$ cat src/fcc_pkg.sv
// Shared constants for the fan curve configuration register bank
package fcc_pkg;

    // ==========================================================
    // Register offsets
    localparam logic [7:0] OFF_CRITICAL_TEMP_LIMIT_SPAN   = 8'h2c;
    localparam logic [7:0] OFF_RL_SPAN      = 8'h2d;
    localparam logic [7:0] OFF_CRITICAL_TEMP_LIMIT_HYST   = 8'h2e;
    localparam logic [7:0] OFF_RL_HYST      = 8'h2f;
    localparam logic [7:0] OFF_A_STARTUP    = 8'h30;
    localparam logic [7:0] OFF_B_STARTUP    = 8'h31;
    localparam logic [7:0] OFF_A_FLOOR      = 8'h32;
    localparam logic [7:0] OFF_B_FLOOR      = 8'h33;
    localparam logic [7:0] OFF_A_CEILING    = 8'h34;
    localparam logic [7:0] OFF_B_CEILING    = 8'h35;
    localparam logic [7:0] OFF_QUIET_STEP   = 8'h36;

    // ==========================================================
    // Values after reset
    localparam logic [7:0] RST_SPAN         = 8'hcc;
    localparam logic [7:0] RST_HYST         = 8'h44;
    localparam logic [7:0] RST_STARTUP      = 8'h80;
    localparam logic [7:0] RST_FLOOR        = 8'h60;
    localparam logic [7:0] RST_CEILING      = 8'h20;
    localparam logic [7:0] RST_QUIET_STEP   = 8'h3f;

    // ==========================================================
    // Field positions
    localparam int HI_NIB_LSB    = 4;    // Input a / remote field
    localparam int LO_NIB_LSB    = 0;    // Input b / local field
    localparam int STEP_A_LSB    = 0;
    localparam int STEP_B_LSB    = 3;
    localparam int QUIET_EN_A    = 6;
    localparam int QUIET_EN_B    = 7;

    // ==========================================================
    // Temperature codes
    localparam logic [8:0] TEMP_OFFSET     = 9'h040;  // Zero degrees in offset binary
    localparam logic [7:0] BIN_TEMP_MAX    = 8'h7f;   // Binary saturates at 127 degrees
    localparam logic [7:0] DRIVE_FULL      = 8'hff;
    localparam logic [7:0] DRIVE_OFF       = 8'h00;
    localparam logic [12:0] FRAC_FULL      = 13'h1000; // Unity in the 1/4096 ramp fraction
    localparam int FRAC_SHIFT              = 12;
    localparam logic [1:0] SPIN_TACH_COUNT = 2'h2;    // Tach periods at start-up drive

    // ==========================================================
    // Timing: drive step interval for the quiet ramp
    localparam int  CLK_HZ               = 25000000;
    localparam int  STEP_PERIOD_US       = 1000;
    localparam int  STEP_PERIOD_CYCLES   = (CLK_HZ / 1000000) * STEP_PERIOD_US;

    // Fan drive sequencer states
    typedef enum logic [1:0] {FD_OFF, FD_SPIN, FD_RUN} fcc_fan_state_t;

endpackage

$ cat src/fcc_regs.sv
// Fan curve configuration registers and automatic fan drive control
`timescale 1ns/100ps
module fcc_regs
#(
    parameter int STEP_PERIOD_CYCLES = fcc_pkg::STEP_PERIOD_CYCLES  // Quiet step interval
)
(
    input  wire logic        CLK,            // 25 MHz system clock
    input  wire logic        RST,            // Async reset, active high
    input  wire logic [7:0]  REG_ADDR,       // Register offset
    input  wire logic        REG_WR,         // Write strobe
    input  wire logic [7:0]  REG_WDATA,      // Write data
    output logic      [7:0]  REG_RDATA,      // Read data, one cycle after address
    input  wire logic        AUTO_MODE,      // Automatic fan control selected
    input  wire logic        OFFSET_FORMAT,  // Configuration bit 7: offset binary codes
    input  wire logic [7:0]  TEMP_TH_A,      // Thermistor a / remote diode b reading
    input  wire logic [7:0]  TEMP_TH_B,      // Thermistor b reading
    input  wire logic [7:0]  TEMP_REMOTE,    // Remote diode a reading
    input  wire logic [7:0]  TEMP_LOCAL,     // Local reading
    input  wire logic [7:0]  ON_TEMP_TH_A,   // Fan on temperature, thermistor a
    input  wire logic [7:0]  ON_TEMP_TH_B,   // Fan on temperature, thermistor b
    input  wire logic [7:0]  ON_TEMP_REMOTE, // Fan on temperature, remote
    input  wire logic [7:0]  ON_TEMP_LOCAL,  // Fan on temperature, local
    input  wire logic [7:0]  CRIT_TH_A,      // Critical limit, thermistor a
    input  wire logic [7:0]  CRIT_TH_B,      // Critical limit, thermistor b
    input  wire logic [7:0]  CRIT_REMOTE,    // Critical limit, remote
    input  wire logic [7:0]  CRIT_LOCAL,     // Critical limit, local
    input  wire logic        FAN_A_TACH,     // Fan a tach level
    input  wire logic        FAN_B_TACH,     // Fan b tach level
    input  wire logic [15:0] FAN_A_PERIOD,   // Fan a measured tach period
    input  wire logic [15:0] FAN_B_PERIOD,   // Fan b measured tach period
    output logic      [7:0]  FAN_A_DRIVE,    // Fan a drive output
    output logic      [7:0]  FAN_B_DRIVE     // Fan b drive output
);

    // ==========================================================
    // Configuration registers
    logic [7:0] critical_temp_limit_span_r,   critical_temp_limit_span_nxt;
    logic [7:0] rl_span_r,      rl_span_nxt;
    logic [7:0] critical_temp_limit_hyst_r,   critical_temp_limit_hyst_nxt;
    logic [7:0] rl_hyst_r,      rl_hyst_nxt;
    logic [7:0] startup_r [2];
    logic [7:0] startup_nxt [2];
    logic [7:0] floor_r [2];
    logic [7:0] floor_nxt [2];
    logic [7:0] ceiling_r [2];
    logic [7:0] ceiling_nxt [2];
    logic [7:0] quiet_r,        quiet_nxt;
    logic [7:0] rdata_r,        rdata_nxt;

    // Register writes land in the next-value logic
    always_comb
    begin
        critical_temp_limit_span_nxt = critical_temp_limit_span_r;
        rl_span_nxt    = rl_span_r;
        critical_temp_limit_hyst_nxt = critical_temp_limit_hyst_r;
        rl_hyst_nxt    = rl_hyst_r;
        startup_nxt    = startup_r;
        floor_nxt      = floor_r;
        ceiling_nxt    = ceiling_r;
        quiet_nxt      = quiet_r;
        if (REG_WR)
        begin
            case (REG_ADDR)
                fcc_pkg::OFF_CRITICAL_TEMP_LIMIT_SPAN: critical_temp_limit_span_nxt = REG_WDATA;
                fcc_pkg::OFF_RL_SPAN:    rl_span_nxt    = REG_WDATA;
                fcc_pkg::OFF_CRITICAL_TEMP_LIMIT_HYST: critical_temp_limit_hyst_nxt = REG_WDATA;
                fcc_pkg::OFF_RL_HYST:    rl_hyst_nxt    = REG_WDATA;
                fcc_pkg::OFF_A_STARTUP:  startup_nxt[0] = REG_WDATA;
                fcc_pkg::OFF_B_STARTUP:  startup_nxt[1] = REG_WDATA;
                fcc_pkg::OFF_A_FLOOR:    floor_nxt[0]   = REG_WDATA;
                fcc_pkg::OFF_B_FLOOR:    floor_nxt[1]   = REG_WDATA;
                fcc_pkg::OFF_A_CEILING:  ceiling_nxt[0] = REG_WDATA;
                fcc_pkg::OFF_B_CEILING:  ceiling_nxt[1] = REG_WDATA;
                fcc_pkg::OFF_QUIET_STEP: quiet_nxt      = REG_WDATA;
                default:                 quiet_nxt      = quiet_r;
            endcase
        end
    end

    // Read mux; unmapped offsets read zero
    always_comb
    begin
        case (REG_ADDR)
            fcc_pkg::OFF_CRITICAL_TEMP_LIMIT_SPAN: rdata_nxt = critical_temp_limit_span_r;
            fcc_pkg::OFF_RL_SPAN:    rdata_nxt = rl_span_r;
            fcc_pkg::OFF_CRITICAL_TEMP_LIMIT_HYST: rdata_nxt = critical_temp_limit_hyst_r;
            fcc_pkg::OFF_RL_HYST:    rdata_nxt = rl_hyst_r;
            fcc_pkg::OFF_A_STARTUP:  rdata_nxt = startup_r[0];
            fcc_pkg::OFF_B_STARTUP:  rdata_nxt = startup_r[1];
            fcc_pkg::OFF_A_FLOOR:    rdata_nxt = floor_r[0];
            fcc_pkg::OFF_B_FLOOR:    rdata_nxt = floor_r[1];
            fcc_pkg::OFF_A_CEILING:  rdata_nxt = ceiling_r[0];
            fcc_pkg::OFF_B_CEILING:  rdata_nxt = ceiling_r[1];
            fcc_pkg::OFF_QUIET_STEP: rdata_nxt = quiet_r;
            default:                 rdata_nxt = 8'h00;
        endcase
    end

    // Register file flops
    always_ff @(posedge CLK or posedge RST)
    begin
        if (RST)
        begin
            critical_temp_limit_span_r <= fcc_pkg::RST_SPAN;
            rl_span_r    <= fcc_pkg::RST_SPAN;
            critical_temp_limit_hyst_r <= fcc_pkg::RST_HYST;
            rl_hyst_r    <= fcc_pkg::RST_HYST;
            startup_r    <= '{fcc_pkg::RST_STARTUP, fcc_pkg::RST_STARTUP};
            floor_r      <= '{fcc_pkg::RST_FLOOR, fcc_pkg::RST_FLOOR};
            ceiling_r    <= '{fcc_pkg::RST_CEILING, fcc_pkg::RST_CEILING};
            quiet_r      <= fcc_pkg::RST_QUIET_STEP;
            rdata_r      <= 8'h00;
        end
        else
        begin
            critical_temp_limit_span_r <= critical_temp_limit_span_nxt;
            rl_span_r    <= rl_span_nxt;
            critical_temp_limit_hyst_r <= critical_temp_limit_hyst_nxt;
            rl_hyst_r    <= rl_hyst_nxt;
            startup_r    <= startup_nxt;
            floor_r      <= floor_nxt;
            ceiling_r    <= ceiling_nxt;
            quiet_r      <= quiet_nxt;
            rdata_r      <= rdata_nxt;
        end
    end

    assign REG_RDATA = rdata_r;

    // ==========================================================
    // Per-input temperature state
    // Index 0 thermistor a, 1 thermistor b, 2 remote, 3 local
    logic [7:0]  temp_in [4];
    logic [7:0]  on_in [4];
    logic [7:0]  crit_in [4];
    logic [3:0]  span_code [4];
    logic [3:0]  hyst [4];
    logic [3:0]  active_r, active_nxt;
    logic [3:0]  crit_r, crit_nxt;
    logic [12:0] frac [4];

    assign temp_in   = '{TEMP_TH_A, TEMP_TH_B, TEMP_REMOTE, TEMP_LOCAL};
    assign on_in     = '{ON_TEMP_TH_A, ON_TEMP_TH_B, ON_TEMP_REMOTE, ON_TEMP_LOCAL};
    assign crit_in   = '{CRIT_TH_A, CRIT_TH_B, CRIT_REMOTE, CRIT_LOCAL};
    assign span_code = '{critical_temp_limit_span_r[fcc_pkg::HI_NIB_LSB +: 4], critical_temp_limit_span_r[fcc_pkg::LO_NIB_LSB +: 4],
                         rl_span_r[fcc_pkg::HI_NIB_LSB +: 4], rl_span_r[fcc_pkg::LO_NIB_LSB +: 4]};
    assign hyst      = '{critical_temp_limit_hyst_r[fcc_pkg::HI_NIB_LSB +: 4], critical_temp_limit_hyst_r[fcc_pkg::LO_NIB_LSB +: 4],
                         rl_hyst_r[fcc_pkg::HI_NIB_LSB +: 4], rl_hyst_r[fcc_pkg::LO_NIB_LSB +: 4]};

    // Bring a code onto one offset scale so both formats compare alike
    function automatic logic [8:0] to_scale(input logic [7:0] code, input logic offset_fmt);
        logic [7:0] sat;
        sat = code;
        if (!offset_fmt && code > fcc_pkg::BIN_TEMP_MAX)
            sat = fcc_pkg::BIN_TEMP_MAX;
        to_scale = offset_fmt ? {1'b0, sat} : 9'({1'b0, sat} + fcc_pkg::TEMP_OFFSET);
    endfunction

    // Slope per span code in 1/4096 of full scale per degree
    function automatic logic [11:0] span_slope(input logic [3:0] code);
        case (code)
            4'h0:    span_slope = 12'h800;   // 2 degrees
            4'h1:    span_slope = 12'h666;   // 2.5
            4'h2:    span_slope = 12'h4cd;   // 3.33
            4'h3:    span_slope = 12'h400;   // 4
            4'h4:    span_slope = 12'h333;   // 5
            4'h5:    span_slope = 12'h266;   // 6.67
            4'h6:    span_slope = 12'h200;   // 8
            4'h7:    span_slope = 12'h19a;   // 10
            4'h8:    span_slope = 12'h133;   // 13.33
            4'h9:    span_slope = 12'h100;   // 16
            4'ha:    span_slope = 12'h0cd;   // 20
            4'hb:    span_slope = 12'h09a;   // 26.67
            4'hc:    span_slope = 12'h080;   // 32
            4'hd:    span_slope = 12'h066;   // 40
            4'he:    span_slope = 12'h04d;   // 53.33
            default: span_slope = 12'h033;   // 80
        endcase
    endfunction

    genvar gi;
    generate
        for (gi = 0; gi < 4; gi++)
        begin : g_input
            logic [8:0]  t_s, on_s, lim_s;
            logic [20:0] ramp;

            // Hysteresis latches for fan-on and critical states
            always_comb
            begin
                t_s   = to_scale(temp_in[gi], OFFSET_FORMAT);
                on_s  = to_scale(on_in[gi], OFFSET_FORMAT);
                lim_s = to_scale(crit_in[gi], OFFSET_FORMAT);
                active_nxt[gi] = active_r[gi];
                if (t_s > on_s)
                    active_nxt[gi] = 1'b1;
                else if (10'({1'b0, t_s} + hyst[gi]) < {1'b0, on_s})
                    active_nxt[gi] = 1'b0;
                crit_nxt[gi] = crit_r[gi];
                // A zero limit disables the critical override
                if (crit_in[gi] == 8'h00)
                    crit_nxt[gi] = 1'b0;
                else if (t_s > lim_s)
                    crit_nxt[gi] = 1'b1;
                else if (10'({1'b0, t_s} + hyst[gi]) < {1'b0, lim_s})
                    crit_nxt[gi] = 1'b0;
                // Ramp position, clipped at full once past the span
                ramp = (t_s > on_s) ? 21'(9'(t_s - on_s)) * 21'(span_slope(span_code[gi])) : 21'h0;
                frac[gi] = (ramp >= 21'(fcc_pkg::FRAC_FULL)) ? fcc_pkg::FRAC_FULL : ramp[12:0];
            end
        end
    endgenerate

    // Input state flops
    always_ff @(posedge CLK or posedge RST)
    begin
        if (RST)
        begin
            active_r <= 4'h0;
            crit_r   <= 4'h0;
        end
        else
        begin
            active_r <= active_nxt;
            crit_r   <= crit_nxt;
        end
    end

    // Hottest demand wins for both fans
    logic [12:0] frac_max;
    always_comb
    begin
        frac_max = 13'h0000;
        for (int i = 0; i < 4; i++)
            if (active_r[i] && frac[i] > frac_max)
                frac_max = frac[i];
    end

    // ==========================================================
    // Quiet step interval and tach edges
    logic [15:0] tick_cnt_r, tick_cnt_nxt;
    logic        tick_r, tick_nxt;
    logic [1:0]  tach_d_r, tach_d_nxt;

    // Free-running divider; the interval sets the quiet ramp rate
    always_comb
    begin
        tick_nxt     = (tick_cnt_r == 16'(STEP_PERIOD_CYCLES - 1));
        tick_cnt_nxt = tick_nxt ? 16'h0000 : 16'(tick_cnt_r + 16'h0001);
        tach_d_nxt   = {FAN_B_TACH, FAN_A_TACH};
    end

    // Divider and tach history flops
    always_ff @(posedge CLK or posedge RST)
    begin
        if (RST)
        begin
            tick_cnt_r <= 16'h0000;
            tick_r     <= 1'b0;
            tach_d_r   <= 2'h0;
        end
        else
        begin
            tick_cnt_r <= tick_cnt_nxt;
            tick_r     <= tick_nxt;
            tach_d_r   <= tach_d_nxt;
        end
    end

    // ==========================================================
    // Fan sequencers
    logic [1:0]  tach_now;
    logic [15:0] period [2];
    logic [7:0]  drive [2];
    logic [1:0]  quiet_en;
    logic [2:0]  quiet_code [2];

    assign tach_now   = {FAN_B_TACH, FAN_A_TACH};
    assign period     = '{FAN_A_PERIOD, FAN_B_PERIOD};
    assign quiet_en   = {quiet_r[fcc_pkg::QUIET_EN_B], quiet_r[fcc_pkg::QUIET_EN_A]};
    assign quiet_code = '{quiet_r[fcc_pkg::STEP_A_LSB +: 3], quiet_r[fcc_pkg::STEP_B_LSB +: 3]};

    genvar gf;
    generate
        for (gf = 0; gf < 2; gf++)
        begin : g_fan
            // Shorter period than the ceiling means the fan spins too fast
            logic too_fast;
            assign too_fast = AUTO_MODE && (period[gf] != 16'h0000) &&
                              (period[gf][15:8] < ceiling_r[gf]);

            fcc_fan_drive u_drive
            (
                .clk        (CLK),
                .rst        (RST),
                .want_on    (AUTO_MODE && (active_r != 4'h0)),
                .frac       (frac_max),
                .crit       (crit_r != 4'h0),
                .tach_pulse (tach_now[gf] && !tach_d_r[gf]),
                .too_fast   (too_fast),
                .tick       (tick_r),
                .startup    (startup_r[gf]),
                .floor_drv  (floor_r[gf]),
                .step_code  (quiet_code[gf]),
                .step_en    (quiet_en[gf]),
                .drive      (drive[gf])
            );
        end
    endgenerate

    // Drive outputs come straight from the sequencer flops
    assign FAN_A_DRIVE = drive[0];
    assign FAN_B_DRIVE = drive[1];

endmodule

$ cat src/fcc_fan_drive.sv
// One fan's drive sequencer: start-up, floor, ceiling, quiet stepping
`timescale 1ns/100ps
module fcc_fan_drive
(
    input  wire logic        clk,        // System clock
    input  wire logic        rst,        // Async reset, active high
    input  wire logic        want_on,    // Some input is above its on temperature
    input  wire logic [12:0] frac,       // Ramp position, 0..4096
    input  wire logic        crit,       // Critical limit forcing full drive
    input  wire logic        tach_pulse, // One-cycle tach edge
    input  wire logic        too_fast,   // Fan above its speed ceiling
    input  wire logic        tick,       // Quiet step interval strobe
    input  wire logic [7:0]  startup,    // Start-up drive value
    input  wire logic [7:0]  floor_drv,  // Minimum running drive
    input  wire logic [2:0]  step_code,  // Quiet step code
    input  wire logic        step_en,    // Quiet stepping enabled
    output logic      [7:0]  drive       // Current drive value
);

    fcc_pkg::fcc_fan_state_t state_r, state_nxt;
    logic [7:0]  drive_r, drive_nxt;
    logic [1:0]  tach_cnt_r, tach_cnt_nxt;
    logic [7:0]  step;
    logic [7:0]  target;
    logic [20:0] prod;

    assign drive = drive_r;

    // ==========================================================
    // Step size decode
    always_comb
    begin
        case (step_code)
            3'h0:    step = 8'h01;
            3'h1:    step = 8'h02;
            3'h2:    step = 8'h03;
            3'h3:    step = 8'h05;
            3'h4:    step = 8'h08;
            3'h5:    step = 8'h0c;
            3'h6:    step = 8'h18;
            default: step = 8'h30;
        endcase
    end

    // ==========================================================
    // Target: linear from floor to full across the span
    always_comb
    begin
        // Widen both factors first so the product keeps all of its bits
        prod   = 21'(8'(fcc_pkg::DRIVE_FULL - floor_drv)) * 21'(frac);
        target = 8'(floor_drv + 8'(prod >> fcc_pkg::FRAC_SHIFT));
        // A fan already at its target still has to back off while too fast
        if (too_fast && target >= drive_r)
            target = (drive_r > floor_drv) ? 8'(drive_r - 8'h01) : floor_drv;
        if (crit)
            target = fcc_pkg::DRIVE_FULL;
    end

    // ==========================================================
    // Sequencer next state
    always_comb
    begin
        state_nxt    = state_r;
        drive_nxt    = drive_r;
        tach_cnt_nxt = tach_cnt_r;
        case (state_r)
            fcc_pkg::FD_OFF:
            begin
                drive_nxt    = fcc_pkg::DRIVE_OFF;
                tach_cnt_nxt = 2'h0;
                if (crit)
                begin
                    state_nxt = fcc_pkg::FD_RUN;
                    drive_nxt = fcc_pkg::DRIVE_FULL;
                end
                else if (want_on)
                begin
                    state_nxt = fcc_pkg::FD_SPIN;
                    drive_nxt = startup;
                end
            end
            fcc_pkg::FD_SPIN:
            begin
                drive_nxt = startup;
                if (tach_pulse)
                    tach_cnt_nxt = 2'(tach_cnt_r + 2'h1);
                if (crit)
                begin
                    state_nxt = fcc_pkg::FD_RUN;
                    drive_nxt = fcc_pkg::DRIVE_FULL;
                end
                else if (!want_on)
                    state_nxt = fcc_pkg::FD_OFF;
                else if (tach_pulse && 2'(tach_cnt_r + 2'h1) == fcc_pkg::SPIN_TACH_COUNT)
                begin
                    state_nxt = fcc_pkg::FD_RUN;
                    drive_nxt = floor_drv;
                end
            end
            fcc_pkg::FD_RUN:
            begin
                if (!want_on && !crit)
                begin
                    state_nxt = fcc_pkg::FD_OFF;
                    drive_nxt = fcc_pkg::DRIVE_OFF;
                end
                else if (crit || !step_en)
                    drive_nxt = target;
                else if (tick)
                begin
                    // Quiet mode: move at most one step per interval
                    if (target > drive_r)
                        drive_nxt = (8'(target - drive_r) > step) ? 8'(drive_r + step) : target;
                    else if (target < drive_r)
                        drive_nxt = (8'(drive_r - target) > step) ? 8'(drive_r - step) : target;
                end
            end
            default:
            begin
                state_nxt = fcc_pkg::FD_OFF;
                drive_nxt = fcc_pkg::DRIVE_OFF;
            end
        endcase
    end

    // Sequencer registers
    always_ff @(posedge clk or posedge rst)
    begin
        if (rst)
        begin
            state_r    <= fcc_pkg::FD_OFF;
            drive_r    <= fcc_pkg::DRIVE_OFF;
            tach_cnt_r <= 2'h0;
        end
        else
        begin
            state_r    <= state_nxt;
            drive_r    <= drive_nxt;
            tach_cnt_r <= tach_cnt_nxt;
        end
    end

endmodule

$ cat config.mk
export PLATFORM = sky130hd
export DESIGN_NAME = fcc_regs
export DESIGN_NICKNAME = d
export VERILOG_FILES = /design/src/fcc_pkg.sv /design/src/fcc_regs.sv /design/src/fcc_fan_drive.sv
export SDC_FILE = /design/constraint.sdc
export NUM_CORES = 2
export LEC_CHECK = 0
export ABC_AREA = 1
export BUFFER_PORTS_ARGS = -buffer_cell sky130_fd_sc_hd__buf_2
export CORE_ASPECT_RATIO = 1.25
export CORE_UTILIZATION = 45
export DETAILED_ROUTE_END_ITERATION = 16
export PLACE_DENSITY = 0.68
export SETUP_SLACK_MARGIN = 0.02
export SLEW_MARGIN = 5
export SYNTH_ARGS = -nofsm -noshare
export SYNTH_HDL_FRONTEND = slang
export SYNTH_SLANG_ARGS = --single-unit
$ cat constraint.sdc
create_clock -name CLK -period 21.2 [get_ports CLK]
set_input_delay 4.24 -clock CLK [delete_from_list [all_inputs] [get_ports CLK]]
set_output_delay 4.24 -clock CLK [all_outputs]
set_load 0.01 [all_outputs]
# After elaboration in Yosys (flattened, before gate mapping)
# Memories as Yosys holds them, arrays and structs flattened.
# Cells that the tools add are included.
[word_totals]
regBits = 147
latchBits = 0
ram_bits = 0
mem_bits_ro = 768
input_bits = 151
out_inout_bits = 24
word_cells = 351
n_memories = 4
[op_classes]
addsub = 37
n_mul = 6
div = 0
order_cmp = 50
n_eq_ne = 42
n_shift = 0
muxes = 107
n_bitwise = 0
reduce_logical = 76
[mem_list]
columns = ["name", "words", "width", "rd", "rd_ports_with_merged_regs", "wr", "line", "rtl"]
rows = [
  ["(name not given)", 16, 12, 1, 0, 0, "fcc_regs.sv:162", "case (code)"],
  ["(name not given)", 16, 12, 1, 0, 0, "fcc_regs.sv:162", ""],
  ["(name not given)", 16, 12, 1, 0, 0, "fcc_regs.sv:162", ""],
  ["(name not given)", 16, 12, 1, 0, 0, "fcc_regs.sv:162", ""],
]
[op_table]
columns = ["op", "count"]
rows = [
  ["8-bit two-way mux", 42],
  ["8-bit by 7-bit adder with 9-bit output (second input constant)", 12],
  ["9-bit two-way mux", 12],
  ["13-bit two-way mux", 8],
  ["8-bit by 7-bit > comparator with 1-bit output (second input constant)", 12],
  ["8-bit by 6-bit equality test with 1-bit output (second input constant)", 11],
  ["8-bit one-hot mux with 11 select lines", 1],
  ["21-bit by 13-bit greater-or-equal comparator with 1-bit output (second input constant)", 4],
  ["9-bit by 12-bit multiplier with 21-bit output", 4],
  ["21-bit two-way mux", 4],
  ["6-bit one-hot mux with 7 select lines", 2],
  ["10-bit by 9-bit < comparator with 1-bit output", 8],
  ["9-bit > comparator", 8],
  ["8-bit one-hot mux with 3 select lines", 2],
  ["9-bit by 4-bit adder with 10-bit output", 4],
  ["8-bit by 13-bit multiplier with 20-bit output", 2],
  ["13-bit > comparator", 3],
  ["9-bit subtractor", 4],
  ["8-bit by 6-bit > comparator with 1-bit output", 4],
  ["8-bit > comparator", 4],
  ["8-bit zero test", 4],
  ["8-bit < comparator", 4],
  ["16-bit nonzero test", 2],
  ["8-bit subtractor", 4],
  ["other kinds (39)", 153],
]

# Logic depth before layout (Yosys ltp)
[logic_depth]
depth_word = 37
depth_mapped = 144
ltp_nobuf = 139

# Cells and area by module
# Synthesis repeated with hierarchy kept, for this count alone.
[unflattened]
cells_unflattened = 5881
area_unflattened_um2 = 41324.6
[modules_own_cells]
columns = ["module", "instances", "cells_per_inst", "area_per_inst_um2", "seq_area_each_um2"]
rows = [
  ["fcc_regs", 1, 3978, 28222.1, 3110.5],
  ["fcc_fan_drive at g_fan[1].u_drive", 1, 960, 6562.5, 300.3],
  ["fcc_fan_drive at g_fan[0].u_drive", 1, 943, 6540.0, 300.3],
]

# Least setup slack after synthesis
# No wires, ideal clock.
[synth_timing]
path_kind = "input to register"
from = "input port OFFSET_FORMAT"
to = "register g_fan[1].u_drive.drive_r[1]"
setup_ns = 0.131
arrival_ns = 24.417
t_required_ns = 21.069
slack_ns = -3.348
path_stages = 125
n_path_buf = 9
cell_sequence = "buf_6 -> clkbuf_1 -> clkbuf_1 -> nand2_1 -> inv_1 -> ha_1 -> inv_1 -> o21ai_0 -> ha_1 -> inv_1 -> nor3_2 -> a221oi_1 -> inv_1 -> or2_2 -> nand2_1 -> inv_1 -> nand2_1 -> fa_1 -> [... 89 more ...] -> ha_1 -> nand2_1 -> o21ai_0 -> xor2_1 -> ha_1 -> nand2_1 -> o21ai_0 -> nand3_1 -> a21oi_1 -> a21oi_1 -> o211ai_1 -> nand2_1 -> a21oi_1 -> nor2_1 -> o21ai_0 -> nand3_1 -> nand2_1 -> o21ai_0"
[synth_via]
elab_chain_cells = 37
elab_cells_between_ends = 91
cone_classes = "15 x add/sub; 5 x mul; 17 x order compare; 1 x eq/ne; 38 x mux; 15 x reduce/logical"
[synth_lines]
columns = ["element", "line", "rtl"]
rows = [
  ["from (decl)", "fcc_regs.sv:15", "input wire logic OFFSET_FORMAT,"],
  ["1-bit zero test", "fcc_regs.sv:155", "if (!offset_fmt && code > fcc_pkg::BIN_TEMP_MAX)"],
  ["1-bit logical AND", "fcc_regs.sv:155", ""],
  ["8-bit two-way mux", "fcc_regs.sv:155", ""],
  ["8-bit by 7-bit adder with 9-bit output", "fcc_regs.sv:157", "to_scale = offset_fmt ? {1'b0, sat} : 9'({1'b0, sat} + fcc_pkg::TEMP_OFFSET);"],
  ["9-bit two-way mux", "fcc_regs.sv:157", ""],
  ["9-bit subtractor", "fcc_regs.sv:209", "ramp = (t_s > on_s) ? 21'(9'(t_s - on_s)) * 21'(span_slope(span_code[gi])) : 21'h0;"],
  ["9-bit by 12-bit multiplier with 21-bit output", "fcc_regs.sv:209", ""],
  ["21-bit two-way mux", "fcc_regs.sv:209", ""],
  ["[... 21 more ...]", "-", ""],
  ["8-bit by 6-bit > comparator with 1-bit output", "fcc_fan_drive.sv:115", "drive_nxt = (8'(drive_r - target) > step) ? 8'(drive_r - step) : target;"],
  ["8-bit two-way mux", "fcc_fan_drive.sv:115", ""],
  ["8-bit two-way mux", "fcc_fan_drive.sv:114", "else if (target < drive_r)"],
  ["8-bit two-way mux", "fcc_fan_drive.sv:112", "if (target > drive_r)"],
  ["8-bit two-way mux", "fcc_fan_drive.sv:109", "else if (tick)"],
  ["8-bit two-way mux", "fcc_fan_drive.sv:107", "else if (crit || !step_en)"],
  ["8-bit two-way mux", "fcc_fan_drive.sv:102", "if (!want_on && !crit)"],
  ["8-bit one-hot mux with 3 select lines", "fcc_fan_drive.sv:66", "case (state_r)"],
  ["to (signal assigned)", "fcc_fan_drive.sv:132", "drive_r <= fcc_pkg::DRIVE_OFF;"],
  ["to (signal assigned)", "fcc_fan_drive.sv:138", "drive_r <= drive_nxt;"],
  ["to (decl)", "fcc_fan_drive.sv:21", "logic [7:0] drive_r, drive_nxt;"],
]
# Mark *: on every way between the ends. The rest lies on a longest branch, timed or not. The select of a mux whose other input is x is not followed.
# A chain may end at the register's enable or synchronous reset.

# Worst setup path in the final report
# Ends and elaborated chain as after synthesis.

==> results by group <==
Run status
  – Outcome: complete, but fails checks
  – Failing checks: negative setup slack

Route
  – Pre-Repair DR Iteration Count: 6
  – Via count: 42117
  – Final wirelength: 140800 um
  – Residual DRC: 0
  – Initial DRC Count: around 3000
  – DR WL/cell: 17.68 um
  – Via/cell ratio: 5.291
  – Routed Antenna Nets: 0

Clocking
  – Clk Latency, worst-skew pair: approximately 0.52 ns
  – # hold bufs at CTS: 0
  – H-tree level count: 4
  – CTS tree: built
  – Worst-path clk slew: 0.07 ns
  – CTS root buf: clkbuf_16
  – Clk sink count: 147
  – CTS Buf Count: 17
  – Longest Clk Path Bufs: 2

Finish
  – Area of the multi-input gates: ~34000 sq um
  – Storage cell area: 3711 sq um
  – Nets: 7940
  – Synth-to-layout area growth: 29.38%
  – Commonest non-fill, non-tap cell in the layout: inv_1
  – Commonest non-fill, non-tap cells in the layout: inv_1, nand2_1, buf_4
  – Number of fill cells in the layout: 8181
  – Share of cells above drive strength 1: 24.59%

Floorplan
  – Die width: 270.8 um
  – Core Footprint: 88990 sq um
  – Die H: 337.9 um
  – Initial Util: a little under half
  – Die area: around 92000 sq um
  – Row cnt: about 120
  – Ports: 175

Synth
  – Synth Area in Simple Gates: 23.97%
  – Netlist cell types: 71
  – Post-synth EDFFs: 0
  – Largest family of logic cells by synthesized area: adder cells
  – Synth Area in Adders: 39.60%
  – Yosys reg bits: between 100 and 150
  – Mapped Area: between 40000 and 50000 sq um
  – Compound-cell area share of the yosys netlist: 11.89%
  – Mux share of post-synthesis cell area: 0.04927%
  – Ys Warns: 0
  – Seq/Total Area, Yosys: 9.134%
  – Syn_area_per_cell: between 7 and 8 sq um
  – Xor/xnor cell area share of the yosys netlist: 3.295%
  – Syn nets: 6943
  – Most used flip-flop cell after synthesis: dfrtp_1
  – Cells after synthesis: 5764
  – Share of flip-flops with an asynchronous set or reset: 100.0%

STA
  – Final worst setup slack: -1.986 ns
  – Fin Clk Skew: about 0.021 ns
  – Final min period: about 23 ns
  – Total negative slack: -30.78 ns
  – Endpoints failing hold: 0
  – RSZ-0062 raised after global routing: true
  – Worst-Margin Slew: 1.177 ns
  – Achievable Freq: 43.13 MHz
  – Relative slew slack: 20.70%
  – Final worst-path cycle share: 109.4%
  – Final Max Slew Viols: 0
  – Final setup viols: 16

Global routing
  – First-pass GRT wire length: 223300 um
  – GRT Total Usage: between 30% and 40%
  – Initial antenna violation count: 13
  – Grt total ovfl: 0
  – Largest net degree at the start of global routing: between 50 and 60
  – Vias in the first global route: 42968

Placed design
  – Detailed placement HPWL: roughly 120000 um
  – Placer Congestion: 1.046
  – Port Buffers: 174
  – Pre-CTS setup slack: -3.115 ns

Setup path
  – CP max FO: 8
  – Critical path's top delay family: adder cells
  – Critical path's slowest cell: fa_2
  – CP most frequent cell: nand2_2
  – Worst endpoint required time: approximately 22 ns
  – Buf/Inv on CP: 21
  – Slowest stage delay, CP: 0.57 ns
  – CP arrival: 23.56 ns
  – Startpoint class of the critical path: input pin
  – Type of the worst setup path: in -> reg
  – CP Capture Type: flip-flop

Worst hold path
  – Hold Crit Class: reg -> reg

Job
  – # Max-Cap Violations: 0
## synth_stat cells, drive strengths merged (2+ instances only)
| master | n | share of area (%) |
|---|---|---|
| nand2 | 1175 | 11 |
| inv | 1161 | 11 |
| nor2 | 687 | 6.6 |
| ha | 598 | 18 |
| fa | 430 | 21 |
| o21ai | 366 | 4.7 |
| a21oi | 300 | 3.7 |
| nand3 | 219 | 2.8 |
| dfrtp | 121 | 7.5 |
| xor2 | 95 | 2.0 |
| nor3 | 87 | 1.1 |
| clkbuf | 74 | 0.68 |
| xnor2 | 57 | 1.2 |
| nand4 | 45 | 0.71 |
| or2 | 44 | 0.68 |
| o22ai | 35 | 0.54 |
| dfstp | 26 | 1.7 |
| nor4 | 26 | 0.40 |
| clkinv | 23 | 0.21 |
| a211oi | 22 | 0.41 |
| buf | 19 | 0.38 |
| o211ai | 16 | 0.30 |
| a221oi | 15 | 0.32 |
| o21a | 13 | 0.24 |
| o31ai | 12 | 0.22 |
| o21bai | 11 | 0.20 |
| a21o | 10 | 0.18 |
| and2 | 10 | 0.15 |
| nand3b | 10 | 0.18 |
| o221ai | 9 | 0.19 |
| a31oi | 7 | 0.11 |
| a21boi | 6 | 0.11 |
| a32oi | 6 | 0.13 |
| o2111ai | 6 | 0.13 |
| a221o | 3 | 0.074 |
| and3 | 2 | 0.031 |
| mux2i | 2 | 0.049 |
| nor4b | 2 | 0.043 |
| o32ai | 2 | 0.043 |
## metrics by stage
stage | std cells | utilization, % | cell area, sq um | hold WS [ns]
3_3_place_gp | 7806 | 55.41 | 49310 | 0.4522
3_5_place_dp | 7806 | 55.41 | 49310 | 0.4674
4_1_cts | 7924 | 58.21 | 51800 | 0.4771
2_1_floorplan | 5764 | - | 41460 | 0.4329
6_report | 7960 | 59.07 | 52570 | 0.4708
5_1_grt | 7959 | 59.06 | 52560 | 0.4936
## state kept, by name, indices dropped and copies added (netlist names)
register	count
g_fan.u_drive.drive	16
active_r	4
crit_r	4
floor_r	16
quiet_r	8
rl_hyst_r	8
critical_temp_limit_hyst_r	8
ceiling_r	16
startup_r	16
tach_d_r	2
rl_span_r	8
tick_cnt_r	16
REG_RDATA	8
g_fan.u_drive.tach_cnt_r	4
critical_temp_limit_span_r	8
g_fan.u_drive.state_r	4
tick_r	1
## cell families after synthesis
| group | Yosys count |
|---|---|
| AND/OR/NAND/NOR | 2309 |
| buffers and inverters | 1277 |
| adder cells (fa/ha/maj) | 1028 |
| AO/OA/AOI/OAI | 849 |
| XOR/XNOR | 152 |
| flip-flops | 147 |
| multiplexers | 2 |
## path summary, 6_finish.rpt
path                                                  to  slack (ns)                           from  cells after the start
max                            g_fan[1].u_drive.drive[1]       -1.99                  OFFSET_FORMAT                    123
min                                        tick_cnt_r[0]        0.47                  tick_cnt_r[0]                      1
max reg2reg                    g_fan[1].u_drive.drive[1]        1.47  critical_temp_limit_span_r[7]                    114
min reg2reg                                tick_cnt_r[0]        0.47                  tick_cnt_r[0]                      1
max in group asynchronous      g_fan[0].u_drive.drive[5]       15.56                            RST                      4
min in group asynchronous  critical_temp_limit_span_r[1]        3.77                            RST                      2
## cell type report
type	count	area share [%]
clock inverter	14	0.3023
sequential	147	7.060
antenna	8	0.03808
timing repair buffer	1068	15.14
timing repair inverter	2	0.02618
clock buffer	18	0.8164
inverter	1184	8.595
multi-input combinational	4341	65.22
tap	1178	2.804
## routing by layer
layer | part of all wire (%) | global-route usage, % | vias up
met4 | 5.3 | 15.30 | 6
met5 | 0.022 | 0 | -
met1 | 39 | 35.62 | 20067
met2 | 50 | 56.39 | 1398
met3 | 5.7 | 4.349 | 407
li1 | - | - | 20239
## what timing repair did
item / in CTS / in global routing
pin swaps: 148 / 111
buffers inserted: 82 / 30
resized for setup: 260 / 122
setup endpoints to repair: 16 / 16
cloned: 5 / 0
Power is left out: the tool's default activity adds up to more than one toggle a clock period on the data nets, which glitch-free logic cannot reach.
